$ cat config.mk
export PLATFORM = sky130hd
export DESIGN_NAME = ethmac_top
export DESIGN_NICKNAME = d
export VERILOG_FILES = /design/src/pkg/ethmac_pkg.sv /design/src/hw/ethmac_top.sv
export VERILOG_INCLUDE_DIRS = /design/src /design/src/pkg
export SDC_FILE = /design/constraint.sdc
export NUM_CORES = 1
export LEC_CHECK = 0
export ABC_AREA = 1
export BUFFER_PORTS_ARGS = -buffer_cell sky130_fd_sc_hd__buf_2
export CORE_MARGIN = 8
export CORE_UTILIZATION = 30
export DETAILED_ROUTE_END_ITERATION = 16
export PLACE_DENSITY = 0.52
export SKIP_LAST_GASP = 1
export SLEW_MARGIN = 20
export SYNTH_ARGS = -nofsm -noshare
export SYNTH_HDL_FRONTEND = slang
export SYNTH_SLANG_ARGS = --single-unit
$ cat constraint.sdc
create_clock -name clock_in -period 3.57 [get_ports clock_in]
set_input_delay 0.357 -clock clock_in [delete_from_list [all_inputs] [get_ports clock_in]]
set_output_delay 0.357 -clock clock_in [all_outputs]
set_load 0.005 [all_outputs]
$ cat src/pkg/ethmac_params.svh
`ifndef ETHMAC_PARAMS_SVH
`define ETHMAC_PARAMS_SVH
// Frame layout
`define ETHMAC_PRE_BYTES 11'h007
`define ETHMAC_PRE_BYTE 8'h55
`define ETHMAC_SFD_BYTE 8'hD5
`define ETHMAC_MIN_NOFCS 11'h03C
`define ETHMAC_FCS_BYTES 11'h004
`define ETHMAC_MIN_FRAME 11'h040
`define ETHMAC_MAX_FRAME 11'h5EE
`define ETHMAC_DA_LAST 11'h005
`define ETHMAC_LT_HI 11'h00C
`define ETHMAC_LT_LO 11'h00D
`define ETHMAC_MAX_LEN 16'h05DC
`define ETHMAC_MIN_TYPE 16'h0600
// Check sequence, bit-reversed form
`define ETHMAC_CRC_INIT 32'hFFFF_FFFF
`define ETHMAC_CRC_POLY 32'hEDB8_8320
`define ETHMAC_CRC_RESIDUE 32'hDEBB_20E3
// Timing counts: gap in link steps, slow divider in reference edges; FIFO depth in entries
`define ETHMAC_GAP_NIBBLES 7'h18
`define ETHMAC_GAP_DIBITS 7'h30
`define ETHMAC_SLOW_DIV 4'h9
`define ETHMAC_FIFO_DEPTH 32
`endif

$ cat src/pkg/ethmac_pkg.sv
`default_nettype none
package ethmac_pkg;
    typedef struct packed {
        logic last;
        logic [7:0] data;
    } ethmac_byte_t;
    typedef enum logic [2:0] {
        TX_IDLE = 3'b000,
        TX_PRE = 3'b001,
        TX_SFD = 3'b010,
        TX_DATA = 3'b011,
        TX_PAD = 3'b100,
        TX_FCS = 3'b101,
        TX_GAP = 3'b110
    } ethmac_tx_state_t;
    typedef enum logic [1:0] {
        RX_HUNT = 2'b00,
        RX_BODY = 2'b01,
        RX_WAIT = 2'b10
    } ethmac_rx_state_t;
endpackage
`default_nettype wire

$ cat src/hw/ethmac_top.sv
`include "ethmac_params.svh"
`default_nettype none

////////////////////////////////////////////////////////////////////////////////
// Transmit byte FIFO
module ethmac_fifo import ethmac_pkg::*; #(
    parameter int WIDTH = 9,
    parameter int DEPTH = `ETHMAC_FIFO_DEPTH
) (
    input wire logic clock_in,
    input wire logic rst_b_in,
    input wire logic ce_in,
    input wire logic [WIDTH-1:0] in_data_in,
    input wire logic in_valid_in,
    output logic in_ready_out,
    output logic [WIDTH-1:0] out_data_out,
    output logic out_valid_out,
    input wire logic out_ready_in
);
    localparam int AW = $clog2(DEPTH);
    logic [WIDTH-1:0] mem [DEPTH];
    logic [AW-1:0] wr_ptr;
    logic [AW-1:0] rd_ptr;
    logic [AW:0] count;
    logic push;
    logic pop;

    assign push = in_valid_in & in_ready_out;
    assign pop = out_valid_out & out_ready_in;
    assign out_valid_out = count != '0;
    assign out_data_out = mem[rd_ptr];

    // Storage and pointers
    always_ff @(posedge clock_in) begin
        if (ce_in && push) begin
            mem[wr_ptr] <= in_data_in;
        end
    end

    always_ff @(posedge clock_in or negedge rst_b_in) begin
        if (!rst_b_in) begin
            wr_ptr <= '0;
            rd_ptr <= '0;
            count <= '0;
            in_ready_out <= 1'b0;
        end else if (ce_in) begin
            if (push) begin
                wr_ptr <= AW'(wr_ptr + 1'b1);
            end
            if (pop) begin
                rd_ptr <= AW'(rd_ptr + 1'b1);
            end
            count <= (AW+1)'(count + push - pop);
            in_ready_out <= (AW+1)'(count + push - pop) != (AW+1)'(DEPTH);
        end
    end
endmodule

////////////////////////////////////////////////////////////////////////////////
module ethmac_top import ethmac_pkg::*; #(
    parameter int FIFO_DEPTH = `ETHMAC_FIFO_DEPTH
) (
    input wire logic clock_in,
    input wire logic rst_b_in,
    input wire logic ce_in,
    input wire logic rmii_select_in,
    input wire logic speed_100_in,
    input wire logic [47:0] station_address_in,
    input wire logic [63:0] hash_filter_in,
    input wire logic [7:0] tx_data_in,
    input wire logic tx_last_in,
    input wire logic tx_valid_in,
    output logic tx_ready_out,
    input wire logic tx_or_reference_clock_pin,
    input wire logic receive_clock_in,
    input wire logic carrier_or_carrier_valid_pin,
    input wire logic receive_valid_in,
    input wire logic [3:0] receive_data_bus,
    input wire logic receive_error_in,
    input wire logic collision_detect_in,
    output logic [3:0] transmit_data_bus,
    output logic transmit_enable_out,
    output logic transmit_error_out,
    output logic tx_collision_out,
    output logic [7:0] rx_data_out,
    output logic rx_valid_out,
    output logic rx_last_out,
    output logic rx_ok_out,
    output logic rx_is_length_out,
    output logic rx_is_type_out
);
    logic [9:0] pin_s1;
    logic [9:0] pin_s2;
    logic [1:0] clk_s3;
    logic txc_rise;
    logic rxc_rise;
    logic slow_ok;
    logic [3:0] slow_cnt;
    logic tx_step;
    logic rx_step;
    ethmac_byte_t fifo_in;
    ethmac_byte_t fifo_out;
    logic fifo_valid;
    logic pop;
    ethmac_tx_state_t tx_state;
    logic [7:0] tx_sh;
    logic [2:0] tx_pos;
    logic [10:0] tx_cnt;
    logic [31:0] tx_crc;
    logic [23:0] tx_fcs;
    logic tx_cur_last;
    logic tx_end;
    logic tx_need;
    ethmac_rx_state_t rx_state;
    logic rx_dv;
    logic [7:0] rx_sh;
    logic [7:0] rx_byte;
    logic [2:0] rx_pos;
    logic rx_done;
    logic [10:0] rx_bcnt;
    logic [31:0] rx_crc;
    logic [31:0] next_rx_crc;
    logic [47:0] rx_da;
    logic [47:0] next_da;
    logic [15:0] rx_lt;
    logic [7:0] rx_pend;
    logic rx_have;
    logic rx_err;
    logic rx_accept;

    function automatic logic [31:0] crc_byte(input logic [31:0] c, input logic [7:0] d);
        logic [31:0] r;
        r = c;
        for (int i = 0; i < 8; i++) begin
            r = (r[0] ^ d[i]) ? ((r >> 1) ^ `ETHMAC_CRC_POLY) : (r >> 1);
        end
        return r;
    endfunction

    ////////////////////////////////////////////////////////////////////////////
    // Pin synchronisers; bit 9 tx/ref clock, bit 8 rx clock
    always_ff @(posedge clock_in or negedge rst_b_in) begin
        if (!rst_b_in) begin
            pin_s1 <= '0;
            pin_s2 <= '0;
            clk_s3 <= '0;
        end else if (ce_in) begin
            pin_s1 <= {tx_or_reference_clock_pin, receive_clock_in, carrier_or_carrier_valid_pin,
                       receive_valid_in, receive_data_bus, receive_error_in, collision_detect_in};
            pin_s2 <= pin_s1;
            clk_s3 <= pin_s2[9:8];
        end
    end

    // Link clock edges; reduced mode takes both directions from the shared pin
    assign txc_rise = pin_s2[9] & ~clk_s3[1];
    assign rxc_rise = rmii_select_in ? txc_rise : (pin_s2[8] & ~clk_s3[0]);
    assign rx_dv = rmii_select_in ? pin_s2[7] : pin_s2[6];

    // Reduced mode at 10 Mb/s repeats each dibit over ten reference edges
    always_ff @(posedge clock_in or negedge rst_b_in) begin
        if (!rst_b_in) begin
            slow_cnt <= '0;
        end else if (ce_in && txc_rise) begin
            slow_cnt <= (slow_cnt == `ETHMAC_SLOW_DIV) ? 4'h0 : 4'(slow_cnt + 1'b1);
        end
    end
    assign slow_ok = speed_100_in | ~rmii_select_in | (slow_cnt == 4'h0);
    assign tx_step = txc_rise & slow_ok;
    assign rx_step = rxc_rise & slow_ok;

    ////////////////////////////////////////////////////////////////////////////
    // Transmit path
    assign fifo_in = '{last: tx_last_in, data: tx_data_in};

    ethmac_fifo #(.WIDTH($bits(ethmac_byte_t)), .DEPTH(FIFO_DEPTH)) u_fifo (
        .clock_in(clock_in),
        .rst_b_in(rst_b_in),
        .ce_in(ce_in),
        .in_data_in(fifo_in),
        .in_valid_in(tx_valid_in),
        .in_ready_out(tx_ready_out),
        .out_data_out(fifo_out),
        .out_valid_out(fifo_valid),
        .out_ready_in(pop)
    );

    // Last chunk of the byte in the shifter; a frame byte is taken from the FIFO
    assign tx_end = rmii_select_in ? (tx_pos == 3'h6) : (tx_pos == 3'h4);
    assign tx_need = (tx_state == TX_SFD) | ((tx_state == TX_DATA) & ~tx_cur_last);
    assign pop = ce_in & tx_step & tx_end & tx_need & fifo_valid;

    // Frame assembly, one link step per nibble or dibit
    always_ff @(posedge clock_in or negedge rst_b_in) begin
        if (!rst_b_in) begin
            tx_state <= TX_IDLE;
            tx_sh <= '0;
            tx_pos <= '0;
            tx_cnt <= '0;
            tx_crc <= `ETHMAC_CRC_INIT;
            tx_fcs <= '0;
            tx_cur_last <= 1'b0;
            transmit_data_bus <= '0;
            transmit_enable_out <= 1'b0;
            transmit_error_out <= 1'b0;
        end else if (ce_in && tx_step) begin
            transmit_error_out <= 1'b0;
            case (tx_state)
                TX_IDLE: begin
                    transmit_enable_out <= 1'b0;
                    transmit_data_bus <= '0;
                    if (fifo_valid) begin
                        tx_state <= TX_PRE;
                        tx_sh <= `ETHMAC_PRE_BYTE;
                        tx_pos <= '0;
                        tx_cnt <= 11'h001;
                        tx_crc <= `ETHMAC_CRC_INIT;
                    end
                end
                TX_GAP: begin
                    transmit_enable_out <= 1'b0;
                    transmit_data_bus <= '0;
                    tx_cnt <= 11'(tx_cnt + 1'b1);
                    if (tx_cnt[6:0] == 7'(((rmii_select_in ? `ETHMAC_GAP_DIBITS : `ETHMAC_GAP_NIBBLES) - 1'b1))) begin
                        tx_state <= TX_IDLE;
                    end
                end
                default: begin
                    transmit_enable_out <= 1'b1;
                    transmit_data_bus <= rmii_select_in ? {2'b00, tx_sh[1:0]} : tx_sh[3:0];
                    tx_sh <= rmii_select_in ? (tx_sh >> 2) : (tx_sh >> 4);
                    tx_pos <= 3'(tx_pos + (rmii_select_in ? 3'h2 : 3'h4));
                    if (tx_end) begin
                        tx_pos <= '0;
                        case (tx_state)
                            TX_PRE: begin
                                tx_cnt <= 11'(tx_cnt + 1'b1);
                                if (tx_cnt == `ETHMAC_PRE_BYTES) begin
                                    tx_state <= TX_SFD;
                                    tx_sh <= `ETHMAC_SFD_BYTE;
                                    tx_cnt <= '0;
                                end else begin
                                    tx_sh <= `ETHMAC_PRE_BYTE;
                                end
                            end
                            TX_FCS: begin
                                tx_cnt <= 11'(tx_cnt + 1'b1);
                                tx_sh <= tx_fcs[7:0];
                                tx_fcs <= tx_fcs >> 8;
                                if (tx_cnt == `ETHMAC_FCS_BYTES) begin
                                    tx_state <= TX_GAP;
                                    tx_cnt <= '0;
                                end
                            end
                            default: begin
                                if (tx_need && fifo_valid) begin
                                    tx_state <= TX_DATA;
                                    tx_sh <= fifo_out.data;
                                    tx_cur_last <= fifo_out.last;
                                    tx_crc <= crc_byte(tx_crc, fifo_out.data);
                                    tx_cnt <= 11'(tx_cnt + 1'b1);
                                end else if (tx_need) begin
                                    // Underrun aborts the frame, flagged only in full mode
                                    transmit_error_out <= ~rmii_select_in;
                                    tx_state <= TX_GAP;
                                    tx_cnt <= '0;
                                end else if (tx_cnt < `ETHMAC_MIN_NOFCS) begin
                                    tx_state <= TX_PAD;
                                    tx_sh <= 8'h00;
                                    tx_crc <= crc_byte(tx_crc, 8'h00);
                                    tx_cnt <= 11'(tx_cnt + 1'b1);
                                end else begin
                                    tx_state <= TX_FCS;
                                    tx_sh <= ~tx_crc[7:0];
                                    tx_fcs <= ~tx_crc[31:8];
                                    tx_cnt <= 11'h001;
                                    tx_cur_last <= 1'b0;
                                end
                            end
                        endcase
                    end
                end
            endcase
        end
    end

    // Collision report, full mode only
    always_ff @(posedge clock_in or negedge rst_b_in) begin
        if (!rst_b_in) begin
            tx_collision_out <= 1'b0;
        end else if (ce_in) begin
            tx_collision_out <= pin_s2[0] & transmit_enable_out & ~rmii_select_in;
        end
    end

    ////////////////////////////////////////////////////////////////////////////
    // Receive path
    assign rx_byte = rmii_select_in ? {pin_s2[3:2], rx_sh[7:2]} : {pin_s2[5:2], rx_sh[7:4]};
    assign rx_done = rmii_select_in ? (rx_pos == 3'h6) : (rx_pos == 3'h4);
    assign next_rx_crc = crc_byte(rx_crc, rx_byte);
    assign next_da = {rx_byte, rx_da[47:8]};

    // Delimiter hunt, byte assembly and one-byte delay to mark the last byte
    always_ff @(posedge clock_in or negedge rst_b_in) begin
        if (!rst_b_in) begin
            rx_state <= RX_HUNT;
            rx_sh <= '0;
            rx_pos <= '0;
            rx_bcnt <= '0;
            rx_crc <= `ETHMAC_CRC_INIT;
            rx_da <= '0;
            rx_lt <= '0;
            rx_pend <= '0;
            rx_have <= 1'b0;
            rx_err <= 1'b0;
            rx_accept <= 1'b0;
            rx_data_out <= '0;
            rx_valid_out <= 1'b0;
            rx_last_out <= 1'b0;
            rx_ok_out <= 1'b0;
            rx_is_length_out <= 1'b0;
            rx_is_type_out <= 1'b0;
        end else if (ce_in) begin
            rx_valid_out <= 1'b0;
            if (rx_step) begin
                case (rx_state)
                    RX_HUNT: begin
                        rx_pos <= '0;
                        rx_bcnt <= '0;
                        rx_crc <= `ETHMAC_CRC_INIT;
                        rx_have <= 1'b0;
                        rx_err <= 1'b0;
                        if (rx_dv && (rmii_select_in ? (pin_s2[3:2] == 2'b11) : (pin_s2[5:2] == 4'hD))) begin
                            rx_state <= RX_BODY;
                        end
                    end
                    RX_BODY: begin
                        if (rx_dv) begin
                            rx_sh <= rx_byte;
                            rx_pos <= 3'(rx_pos + (rmii_select_in ? 3'h2 : 3'h4));
                            rx_err <= rx_err | pin_s2[1];
                            if (rx_done) begin
                                rx_pos <= '0;
                                rx_pend <= rx_byte;
                                rx_have <= 1'b1;
                                rx_valid_out <= rx_have;
                                rx_data_out <= rx_pend;
                                rx_last_out <= 1'b0;
                                rx_ok_out <= 1'b0;
                                rx_crc <= next_rx_crc;
                                rx_bcnt <= (rx_bcnt == 11'h7FF) ? rx_bcnt : 11'(rx_bcnt + 1'b1);
                                if (rx_bcnt <= `ETHMAC_DA_LAST) begin
                                    rx_da <= next_da;
                                end
                                if (rx_bcnt == `ETHMAC_DA_LAST) begin
                                    rx_accept <= (&next_da)
                                        | (next_da[0] & hash_filter_in[next_rx_crc[31:26]])
                                        | (~next_da[0] & (next_da == station_address_in));
                                end
                                if (rx_bcnt == `ETHMAC_LT_HI || rx_bcnt == `ETHMAC_LT_LO) begin
                                    rx_lt <= {rx_lt[7:0], rx_byte};
                                end
                            end
                        end else begin
                            // End of carrier closes the frame
                            rx_state <= RX_HUNT;
                            rx_valid_out <= rx_have;
                            rx_data_out <= rx_pend;
                            rx_last_out <= 1'b1;
                            rx_ok_out <= rx_have & rx_accept & ~rx_err & (rx_pos == 3'h0)
                                & (rx_crc == `ETHMAC_CRC_RESIDUE)
                                & (rx_bcnt >= `ETHMAC_MIN_FRAME) & (rx_bcnt <= `ETHMAC_MAX_FRAME);
                            rx_is_length_out <= rx_lt <= `ETHMAC_MAX_LEN;
                            rx_is_type_out <= rx_lt >= `ETHMAC_MIN_TYPE;
                        end
                    end
                    default: begin
                        rx_state <= RX_HUNT;
                    end
                endcase
            end
        end
    end
endmodule
`default_nettype wire

* Word level (Yosys, flattened, before mapping)
Memory sizes are Yosys's and may differ from the RTL's.
Cells that the tools add are included.
** Operators by class
- $add $sub $neg :: 10
- Magnitude comparators :: 7
- Eq/ne operators :: 40
- Mux-type cells :: 117
- Bitwise gates (word level) :: 79
- Reduce and logical (&&, ||, !) cells :: 37
** Operators with widths (count)
- $mux 32 :: 32
- $not 13->14 :: 23
- $pmux 32 s2 :: 2
- $mux 11 :: 10
- $mux 24 :: 3
- $mux 8 :: 9
- $pmux 11 s2 :: 3
- $eq 48x48->1 :: 1
- $pmux 24 s2 :: 1
- $reduce_and 48->1 :: 1
- $reduce_and 6->1 :: 6
- $eq 11x3->1 const B :: 3
- $mux 3 :: 11
- $eq 32x32->1 const B :: 1
- $pmux 8 s2 :: 2
- $mux 1 :: 28
- $not 24->24 :: 1
- $pmux 3 s2 :: 4
- $add 11x1->11 const B :: 2
- $eq 11x4->1 const B :: 2
- $and 1x1->1 :: 21
- $reduce_and 4->1 :: 5
- $eq 3x3->1 const B :: 6
- $ge 16x11->1 const B :: 1
- 47 further kinds :: 112
** Storage, ports and cells
- Bits in registers :: 276
- RAM bits :: 288
- Bits of input ports :: 137
- Output and inout bits :: 21
- Logic and storage cells :: 327
- Memories :: 1
** Memory list
- u_fifo.mem :: depth 32, bits a word 9, rd ports 1, clocked after Yosys merged registers in 0, wr ports 1, RTL line ethmac_top.sv:21 : logic [WIDTH-1:0] mem [DEPTH];

* Longest topological paths before layout
Gate-level depths: netlist (run 1).
- Word-level depth :: 22
- Mapped depth :: 23
- Mapped depth without buffers :: 22

* Modules after synthesis
From an unflattened synthesis (run 1), not the netlist that was laid out.
** Unflattened totals
- Cells, all modules :: 3087
- Area, all modules :: 28094.4 sq um
** Modules (own cells, without submodules)
- ethmac_top :: instances 1, cells each 1876, area each 15085.7 sq um, sequential area each 6236.0 sq um
- ethmac_fifo :: instances 1, cells each 1211, area each 13008.7 sq um, sequential area each 9073.7 sq um

* Worst setup path after synthesis (run 1)
Ideal clock, no wire load.
- Kind :: input port to flip-flop
- Start :: input port rmii_select_in
- End :: register u_fifo.in_ready_out
- Library setup time :: 0.129 ns
- Arrival :: 2.960 ns
- Required time :: 3.441 ns
- Slack :: 0.481 ns
- Cell stages on the path :: 12
- Buffers on the path :: 0
- Cells stage by stage :: ha_1 nor2_1 clkinv_1 nor3_1 ha_1 inv_1 ha_1 fa_1 nor4_1 nand2_1 o21ai_0 o21ai_0
** On the way
- Longest elaborated chain between the ends :: 11
- Elaborated cells on any way between the ends :: 12
- Those cells by class :: 1 x add/sub; 1 x eq/ne; 1 x mux; 9 x bitwise
** Ends and longest elaborated chain
- from (decl) :: RTL line ethmac_top.sv:66 : input wire logic rmii_select_in,
- $not 1->1 :: RTL line ethmac_top.sv:168 : assign slow_ok = speed_100_in | ~rmii_select_in | (slow_cnt == 4'h0);
- $or 1x1->1 (2 in series) :: RTL line ethmac_top.sv:168
- $and 1x1->1 :: RTL line ethmac_top.sv:169 : assign tx_step = txc_rise & slow_ok;
- $and 1x1->1 :: RTL line ethmac_top.sv:191 : assign pop = ce_in & tx_step & tx_end & tx_need & fifo_valid;
- $and 1x1->1 * (3 in series) :: RTL line ethmac_top.sv:191
- $and 1x1->1 * :: RTL line ethmac_top.sv:29 : assign pop = out_valid_out & out_ready_in;
- $sub 6x1->6 * :: RTL line ethmac_top.sv:54 : in_ready_out <= (AW+1)'(count + push - pop) != (AW+1)'(DEPTH);
- $ne 6x6->1 * :: RTL line ethmac_top.sv:54
- to (signal assigned) :: RTL line ethmac_top.sv:54
- to (decl) :: RTL line ethmac_top.sv:15 : output logic in_ready_out,
Mark *: on every way between the ends. The rest lies on a longest branch, timed or not.
A chain may end at the register's enable or synchronous reset.

* Worst setup path in the final report (run 1)
- Start :: register u_fifo.rd_ptr[1]
- End :: register tx_crc[16]
** On the way
- Longest elaborated chain between the ends :: 17
- Elaborated cells on any way between the ends :: 20
- Those cells by class :: 12 x mux; 7 x bitwise; 1 x memory
** Ends and longest elaborated chain
- from (decl) :: RTL line ethmac_top.sv:23 : logic [AW-1:0] rd_ptr;
- from (signal assigned) :: RTL line ethmac_top.sv:51 : rd_ptr <= AW'(rd_ptr + 1'b1);
- $mem_v2 32x9 *
- $xor 1x1->1 :: RTL line ethmac_top.sv:135 : r = (r[0] ^ d[i]) ? ((r >> 1) ^ `ETHMAC_CRC_POLY) : (r >> 1);
- $mux 32 (2 in series) :: RTL line ethmac_top.sv:135
- $not 13->14 (no source line)
- $mux 32 :: RTL line ethmac_top.sv:135
- $not 13->14 (no source line)
- $mux 32 :: RTL line ethmac_top.sv:135
- $not 13->14 (no source line)
- $mux 32 * (4 in series) :: RTL line ethmac_top.sv:135
- $mux 32 * :: RTL line ethmac_top.sv:256 : if (tx_need && fifo_valid) begin
- $mux 32 * :: RTL line ethmac_top.sv:235 : case (tx_state)
- $mux 32 * :: RTL line ethmac_top.sv:233 : if (tx_end) begin
- $pmux 32 s2 * :: RTL line ethmac_top.sv:208 : case (tx_state)
- to (signal assigned) :: RTL line ethmac_top.sv:217 : tx_crc <= `ETHMAC_CRC_INIT;
- to (signal assigned) :: RTL line ethmac_top.sv:260 : tx_crc <= crc_byte(tx_crc, fifo_out.data);
- to (signal assigned) :: RTL line ethmac_top.sv:270 : tx_crc <= crc_byte(tx_crc, 8'h00);
- to (decl) :: RTL line ethmac_top.sv:109 : logic [31:0] tx_crc;
Mark *: on every way between the ends. The rest lies on a longest branch, timed or not. The select of a mux whose other input is x is not followed.

==> results, run 1 <==
- The number of flops mapped to enable cells by yosys is 288.
- The vertical die dimension is 319 um.
- The Yosys step of the flow raised 0 warnings.
- The worst hold path cell count is 3.
- The origin of the worst setup path is u_fifo.rd_ptr[1].
- The routed via count is 21600.
- The global placer's final weighted congestion is 0.858.
- The detail route stage leaves a number of antenna-violating nets equal to 0.
- The max-slew violation count is 0.
- For the pin with the worst max-slew slack, the measured transition is 0.786 ns.
- The critical-path maximum fanout is 23.
- The area added between synthesis and finish is 18.1%.
- Each instance of the synthesized netlist takes up on average 9.30 um2.
- The routed design has 81.6 mm of wire.
- The register area is 15300 um2.
- The synthesized netlist devotes 12.0% of its cell area to compound gates.
- For the final database, setup skew stands at 0.0255 ns.
- In this run the standard cell core region covers 91400 um2.
- For this design the ratio of total power to cell area is 857 nW/um2.
- The simple-gate share of the synthesized area is 19.9%.
- Sequential elements use 55.5% of the synthesized area.
- Counting distinct cell types in the post-synthesis netlist gives 62.
- The dominant combinational cell family by area after synthesis is simple AND/OR/NAND/NOR gates.
- The clock passes through at most 3 buffers.
- In this run the clock root is driven by a clkbuf_16.
- The initial utilization of the core area, before any placement, comes to 30.2%.
- Based on the critical path, the design can be clocked at up to 0.313 GHz.
- The floorplan has 111 rows.
- After detailed routing, the average wire length per cell comes to 18.4 um.
- Entering global routing, the biggest net connects 81 pins.
- The shortest period the worst path allows is 3.20 ns.
- The worst register-to-register path has a setup slack of 0.37 ns.
- The worst reg2reg path depth is 12.
- STA classifies the critical path startpoint as a register.
- The final critical-path share of the clock period is 89.6%.
- The dominant synthesized flop cell is edfxtp_1.
- The number of buffers added by the clock tree synthesis step is 66.
- The overflow left after global routing is 0.
- The register bit count reported by yosys is 551.
- The final setup violation count is 0.
- VDD sags by at most 414 uV.
- Setup repair after global routing left no endpoint under its margin.
- During placement, the flow inserted port buffers numbering 157.
- Summed over all failing endpoints, the final setup total negative slack is 0 ns.
- The design draws 27.9 mW.
- The delay contributed by the slowest stage of the critical path is 0.67 ns.
- Max-cap violations in this run came to 0.
- The die covers 102000 um2.
- The startpoint of the lowest-slack register-to-register path is u_fifo.rd_ptr[1].
- STA puts the critical path data arrival time at 3.71 ns.
- In this run the most critical hold path is launched from rmii_select_in.
- The iteration count of the initial detailed-routing pass is 5.
- After filler insertion, the fill cell instance count of the layout stands at 9295.
- The synthesized netlist devotes 0.980% of its cell area to adder and majority cells.
- The remaining design rule violation count is 0.
- The overall track demand over capacity in global routing is 15.6%.
- The wire length of the first global-routing pass is 127 mm.
- The sink of the worst hold path is tx_pos[1].
- In this run the worst hold path is classified as in -> reg.
- For this design, the slowest cell found on the critical path is dfrtp_2.
- In this run, the number of DRC markers left after iteration 0 of detailed routing was 1861.
- The TritonCTS clock tree is yes.
- The run finished with clean final reports.
- Using the TritonRoute via totals, the vias-per-cell ratio works out to 4.88.
- The initial antenna violation count is 0.
- The fraction of registers with async set or reset after synthesis is 47.7%.
- The worst setup path is of the reg -> reg kind.
- In this run the tightest slew margin relative to its limit is 47.6%.
- After synthesis the cells add up to 27600 um2.
- The clock latency on the worst-skew pair is 0.63 ns.
- Of the cells placed in the final design, the portion with a size suffix greater than 1 is 16.7%.
- The number of global-route vias before repair is 21000.
- The multi-input combinational cells in the finished layout cover a total of 10800 um2.
- The number of nets handed over by synthesis was 3125.
- The H-tree was split into 3 levels.
- The xor and xnor fraction of the mapped netlist area is 5.72%.
- The final hold violation count is 0.
- STA puts the critical path data required time at 4.08 ns.
- The critical path capture point type is a register.
- The kind of cell with the highest combined delay along the critical path is compound AO/OA/AOI/OAI gates.
- The net total in the final layout is 3346.
- The cell count after synthesis is 2967.
- The overall die width is 319 um.
- During I/O placement, the number of pins put on the boundary was 158.
- After clock tree synthesis, the clock-pin slew on the worst setup and hold paths is 0.06 ns.
- The number of diodes added for antenna fixing is 0.
- The leakage dissipation is 13.3 nW.
- The critical path goes through buf_12 > buf_12 > o21ai_0 > o22ai_1 > nand2_1 > nand4_1 > nand2_2 > buf_4 > xnor2_1 > xor2_1 > o21ai_0 > a22oi_1.
- The estimated wirelength of the detail-placed design is 55.6 mm.
- The fraction of synthesized area in multiplexers is 0.367%.
- The number of buffers and inverters on the critical path is 3.
- The clock sink count is 551.
- The end of the worst register-to-register path is tx_crc[16].
-- synthesized netlist by cell type, drive strengths merged (2+ instances only) --
cell	count	area (um2)
a32o	3	30.0
o31ai	12	90.1
and3	2	12.5
dfrtp	199	4980
o41ai	2	17.5
buf	54	327
or2	11	68.8
edfxtp	288	8650
a22o	4	35.0
a221oi	3	26.3
mux2	9	101
a31oi	6	37.5
a2111oi	3	26.3
nand2	653	2670
o21ai	303	1520
o2111ai	4	35.0
o21bai	2	15.0
nand3b	3	22.5
clkbuf	70	264
clkinv	3	11.3
nor4	20	125
xor2	105	983
inv	248	931
o32ai	2	17.5
nand3	196	1010
dfstp	64	1680
o211ai	29	218
nand4	47	294
o22ai	60	375
ha	20	250
a211oi	7	52.6
a22oi	20	150
o311ai	2	17.5
nor2	299	1130
a21oi	108	541
o221ai	9	78.8
nor3	22	115
nor3b	4	30.0
xnor2	65	596
-- power breakdown --
part	leakage, nW	internal (mW)	total [mW]	switching (mW)
clock network	1.07	3.88	6.69	2.81
logic	6.40	4.57	12.8	8.24
registers	5.84	7.65	8.40	0.747
total	13.3	16.1	27.9	11.8
-- layout make-up --
cell class                 count  area share, %
clock buffer                  83           5.60
clock inverter                34           1.05
inverter                     251           2.91
multi-input combinational   2041           33.1
sequential                   551           47.0
tap                         1186           4.56
timing repair buffer         277           5.80
-- sequential cells by signal, summed over array words and instances, names as in the netlist, 11 cells and up --
signal / flops
rx_da: 40
rx_bcnt: 11
rx_lt: 16
rx_crc: 32
u_fifo.mem: 288
tx_cnt: 11
tx_fcs: 24
tx_crc: 32
-- how the worst max path moves through the flow --
stage                           to  slack, ns  cells after the start
5_1_grt                 tx_crc[29]       0.06                     21
2_1_floorplan  u_fifo.in_ready_out       0.48                     12
3_3_place_gp            tx_crc[16]       0.34                     13
3_5_place_dp            tx_crc[16]       0.34                     13
6_report                tx_crc[16]       0.37                     12
4_1_cts                 tx_crc[16]       0.31                     13
-- kinds of logic after synthesis --
family	count (synthesis)
and+or+nand+nor	1258
AOI/OAI and AO/OA	583
DFF	551
buffers and inverters	375
xor gates and xnor gates	170
adders and majority gates	21
muxes	9
-- worst min-delay path, cell delays in order --
cell and delay, ns:
buf_2 0.14, ha_1 0.17, a22o_1 0.13
-- placed cells by master, fill, tap and decap left out, drive strengths merged, types with 60 or more instances in the layout --
| cell | count |
|---|---|
| o21ai | 303 |
| clkbuf | 83 |
| edfxtp | 288 |
| a21oi | 108 |
| xnor2 | 65 |
| nand3 | 196 |
| dfstp | 64 |
| nor2 | 299 |
| xor2 | 105 |
| dfrtp | 199 |
| buf | 265 |
| nand2 | 653 |
| inv | 251 |
| o22ai | 60 |
-- timing repair --
item	in CTS	in global routing
buffers inserted	0	0
hold buffers	12	0
gates resized for setup	0	2
endpoints found under the hold margin	63	0
setup endpoints to repair	0	3
-- routing by layer --
metal | global-route usage (%) | wire length, um
met5 | 0 | 0
met4 | 4.72 | 1980
met3 | 2.87 | 4650
met2 | 24.5 | 36900
met1 | 21.9 | 38000
-- metrics by stage --
step	hold WS, ns	cells	setup WS, ns	area (um2)	util (%)
2_1_floorplan	0.0614	2967	0.481	27600	-
3_3_place_gp	0.417	4294	0.341	30300	33.1
3_5_place_dp	0.421	4294	0.341	30300	33.1
4_1_cts	0.196	4423	0.310	32600	35.6
5_1_grt	0.225	4423	0.0553	32600	35.6
6_report	0.231	4423	0.371	32600	35.6
(Power assumes the default switching activity.)
==> inputs of run 2 (changes only) <==
ABC_AREA = 0   (was 1)
SETUP_SLACK_MARGIN = 0.02   (was default)
==> run 2 against run 1 <==
The flow now finishes with violations (negative setup slack). Clock skew rose by 0.041 ns. Worst setup slack got worse by 0.38 ns. Die area fell by 5.1%. Critical endpoint is now tx_crc[19]. Sequential share of layout area rose by 0.36 points. Non-clock buffer count rose by 86. Clock power barely moved. Combinational power rose by 12%.
==> results, run 2 <==
- The number of port buffers is 157 (unchanged).
- The number of warnings reported in the yosys synthesis log was 0 (unchanged).
- The estimated wirelength of the detail-placed design came to 47.7 mm (was 55.6 mm).
- The core area was 86500 um2 (was 91400 um2).
- Commonest cells after routing, fill and taps aside: edfxtp_1 (288), nor2_1 (221), dfrtp_1 (197), buf_4 (171), buf_2 (156) (was nand2_1 (604), o21ai_0 (296), nor2_1 (295), edfxtp_1 (288), inv_1 (230)).
- The critical-path maximum fanout is 6 (was 23).
- The initial antenna violation count is 2 (was 0).
- The count of distinct cell types in the synthesized netlist is 69 (was 62).
- The area added between synthesis and finish came to 23.8% (was 18.1%).
- The shortest period the worst path allows is 3.58 ns (was 3.20 ns).
- The max-slew violation count was 0 (unchanged).
- The worst-case vdd ir drop was 1060 uV (was 414 uV).
- The clock sink count was 551 (unchanged).
- The worst min-delay path class is in -> reg (unchanged).
- The nature of the critical path startpoint is a register (unchanged).
- The overall track demand over capacity in global routing is 13.8% (was 15.6%).
- The via density per instance came to 4.83 (was 4.88).
- The detailed-route wire length is 68.8 mm (was 81.6 mm).
- The average cell area after synthesis is 13.3 um2 (was 9.30 um2).
- The worst setup timing slack at the placement stage came to -0.118 ns (was 0.341 ns).
- The remaining design rule violation count is 0 (unchanged).
- The number of cell rows is 108 (was 111).
- The checks that failed: negative setup slack.
- The slack of the critical path is -0.0103 ns (was 0.371 ns).
- The post-route worst hold slack is 0.0419 ns (was 0.231 ns).
- The dominant synthesized flop cell is edfxtp_1 (unchanged).
- The worst setup skew after layout is 0.0665 ns (was 0.0255 ns).
- The start-to-end type of the worst setup path is reg -> reg (unchanged).
- The overall die width came to 311 um (was 319 um).
- The register bit count reported by yosys is 551 (unchanged).
- The number of flops mapped to enable cells by yosys is 288 (unchanged).
- The clock transition time at the flip-flop clock pins of the worst setup and hold paths is 0.06 ns (about the same).
- The routed via count is 16900 (was 21600).
- The cell taking the most area after synthesis is edfxtp_1 (unchanged).
- The cell area after synthesis is 26100 um2 (was 27600 um2).
- The flip-flop count of the largest register after layout came to 288 (unchanged).
- The share of final-layout standard cells stronger than drive strength 1 is 32.9% (was 16.7%).
- The number of buffers added by the clock tree synthesis step was 61 (was 66).
- The H-tree depth reported by CTS is 2 (was 3).
- The die area is 96700 um2 (was 102000 um2).
- The number of fill cells came to 8273 (was 9295).
- The power density over the cells is 902 nW/um2 (was 857 nW/um2).
- The worst relative slew slack is 24.3% (was 47.6%).
- The count of routing violations after the opening detailed-route iteration was 979 (was 1861).
- The pin count of the biggest net entering global routing is 85 (was 81).
- The finished layout cell area came to 32300 um2 (was 32600 um2).
- The maximum root-to-sink buffer count is 3 (unchanged).
- The share of the synthesized area in the top cell type is 33.1% (was 31.3%).
- The required time of the critical path is 4.09 ns (was 4.08 ns).
- The cell count after synthesis is 1959 (was 2967).
- The met3 wire length is 3.27 mm (was 4.65 mm).
- The timing-limited maximum frequency came to 0.279 GHz (was 0.313 GHz).
- The number of global-route vias before repair is 17800 (was 21000).
- The most frequently used cell type in the post-synthesis netlist is edfxtp_1 (was nand2_1).
- The register with the most flip-flops is u_fifo.mem (unchanged).
- Status: complete, but fails checks (was finished, final reports clean).
- The TritonCTS clock tree is yes (unchanged).
- Most instantiated cells after synthesis: edfxtp_1 (288), nor2_1 (224), dfrtp_1 (199), xnor2_1 (154), a21oi_1 (147) (was nand2_1 (604), nor2_1 (297), o21ai_0 (296), edfxtp_1 (288), inv_1 (230)).
- The sequential-to-total area share from yosys stat is 58.6% (was 55.5%).
- Most area-consuming cells after synthesis: edfxtp_1 (33%), dfrtp_1 (19%), mux4_2 (8.0%) (was edfxtp_1 (31%), dfrtp_1 (18%), nand2_1 (8.2%)).
- The data arrival time of the critical path came to 4.10 ns (was 3.71 ns).
- The slew at the pin with the worst max-slew slack is 1.13 ns (was 0.786 ns).
- The final setup violation count is 3 (was 0).
- The detailed-route wire length on metal 1 is 30.3 mm (was 38.0 mm).
- The net total in the final layout was 2448 (was 3346).
- The critical path capture point type is a register (unchanged).
- The leakage dissipation is 12.3 nW (was 13.3 nW).
- The final hold violation count is 0 (unchanged).
- The most common library cell in the layout ignoring fill and taps is edfxtp_1 (was nand2_1).
- The final critical-path share of the clock period is 100% (was 89.6%).
- The I/O pin count is 158 (unchanged).
- The total cell area at the placement stage is 29400 um2 (was 30300 um2).
- The overflow left after global routing is 0 (unchanged).
- The final core area utilization is 37.4% (was 35.6%).
- The library cell used as clock root buffer is clkbuf_16 (unchanged).
- The global placer's final weighted congestion is 0.846 (was 0.858).
- The initial cell density of the core is 30.2% (about the same).
- The met2 wire length came to 33.5 mm (was 36.9 mm).
- The wire length of the first global-routing pass came to 107 mm (was 127 mm).
- The reported max-cap violation count is 0 (unchanged).
- The vertical die dimension is 311 um (was 319 um).
- The uppermost signal routing layer after detailed routing is met5 (was met4).
- Biggest regs: u_fifo.mem (288), rx_da (40) (unchanged).
- Unrepaired setup endpoints after global routing: true (was false).
- The synthesized net count is 2117 (was 3125).
- The iteration count of the initial detailed-routing pass came to 5 (unchanged).
- The clock latency on the worst-skew pair was 0.67 ns (was 0.63 ns).
- The fraction of registers with async set or reset after synthesis is 47.7% (unchanged).
- The antenna violation net count after detailed routing is 0 (unchanged).
- The post-detailed-route wirelength per cell is 19.7 um (was 18.4 um).
## run 2: cell types whose count changed after synthesis, sizes merged, moves of 55 or more
cell,delta
nor2,-75
mux4,+93
xnor2,+107
nand2,-543
o21ai,-234
mux2,+66
o22ai,-55
nand3,-177
inv,-223
## run 2: per-stage QoR
step / setup TNS (ns) / cells / power (mW)
finish: -0.0141 / 3498 / 29.2
global route: -1.62 / 3497 / 30.8
CTS: -0.0911 / 3494 / 28.8
detailed placement: -0.588 / 3348 / 21.3
global placement: -0.371 / 3348 / 21.2
floorplan: -0.00116 / 1959 / 17.2
## run 2: final timing paths
check	start	to	slack, ns	depth (start not counted)
min in group asynchronous	rst_b_in	rx_da[12]	0.31	2
worst min-delay path	tx_or_reference_clock_pin	pin_s1[9]	0.04	2
worst max-delay path	u_fifo.rd_ptr[0]	tx_crc[19]	-0.01	15
worst max register to register	u_fifo.rd_ptr[0]	tx_crc[19]	-0.01	15
worst min register to register	tx_fcs[19]	tx_fcs[19]	0.49	2
max in group asynchronous	rst_b_in	tx_fcs[3]	2.26	3
## run 2: cell families after synthesis
kind of cell	after synthesis	synth area share [%]
flops	551	58.6
simple gates	481	8.40
compound gates	304	6.81
mux	214	13.2
buf+inv	121	1.98
fa+ha+maj	21	1.04
xor+xnor	267	9.89
## run 2: routing by layer
metal  global-route usage [%]  up-vias
met2                     23.4      430
met3                     2.62       86
met4                     3.78        2
met5                        0        -
met1                     18.1     8524
li1                         -     7842
## run 2: where the power goes
group          switching (mW)  internal [mW]  total (mW)  leakage, nW
sequential              0.688           7.46        8.15         5.90
clock                    2.68           3.99        6.66         1.06
combinational            6.94           7.41        14.4         5.35
## run 2: area by class of cell
class | count | area (um2) | share of cell area, %
Sequential cell | 551 | 15300 | 47.4
Multi-Input combinational cell | 1287 | 10700 | 33.0
Timing Repair Buffer | 363 | 2600 | 8.05
Clock buffer | 79 | 1670 | 5.18
Tap cell | 1155 | 1450 | 4.47
Clock inverter | 36 | 507 | 1.57
Inverter | 26 | 97.6 | 0.302
Antenna cell | 1 | 2.50 | 0.00774
## run 2: critical path, cell delays in order, from the launching register on
cell	delay, ns
dfrtp_4	0.50
buf_12	0.16
buf_12	0.11
mux4_2	0.48
mux4_2	0.57
mux2i_4	0.20
buf_12	0.15
xnor2_4	0.14
xor2_2	0.19
xnor2_2	0.09
buf_6	0.16
buf_4	0.13
xor2_1	0.16
xnor2_1	0.13
a21oi_1	0.16
a31oi_1	0.09
## run 2: timing repair
item / in CTS / in global routing
setup buffers: 20 / 5
hold endpoints to repair: 77 / 0
cloned: 1 / 0
pin swaps: 15 / 19
endpoints found under the setup margin: 19 / 26
hold buffers: 10 / 0
resized for setup: 32 / 40
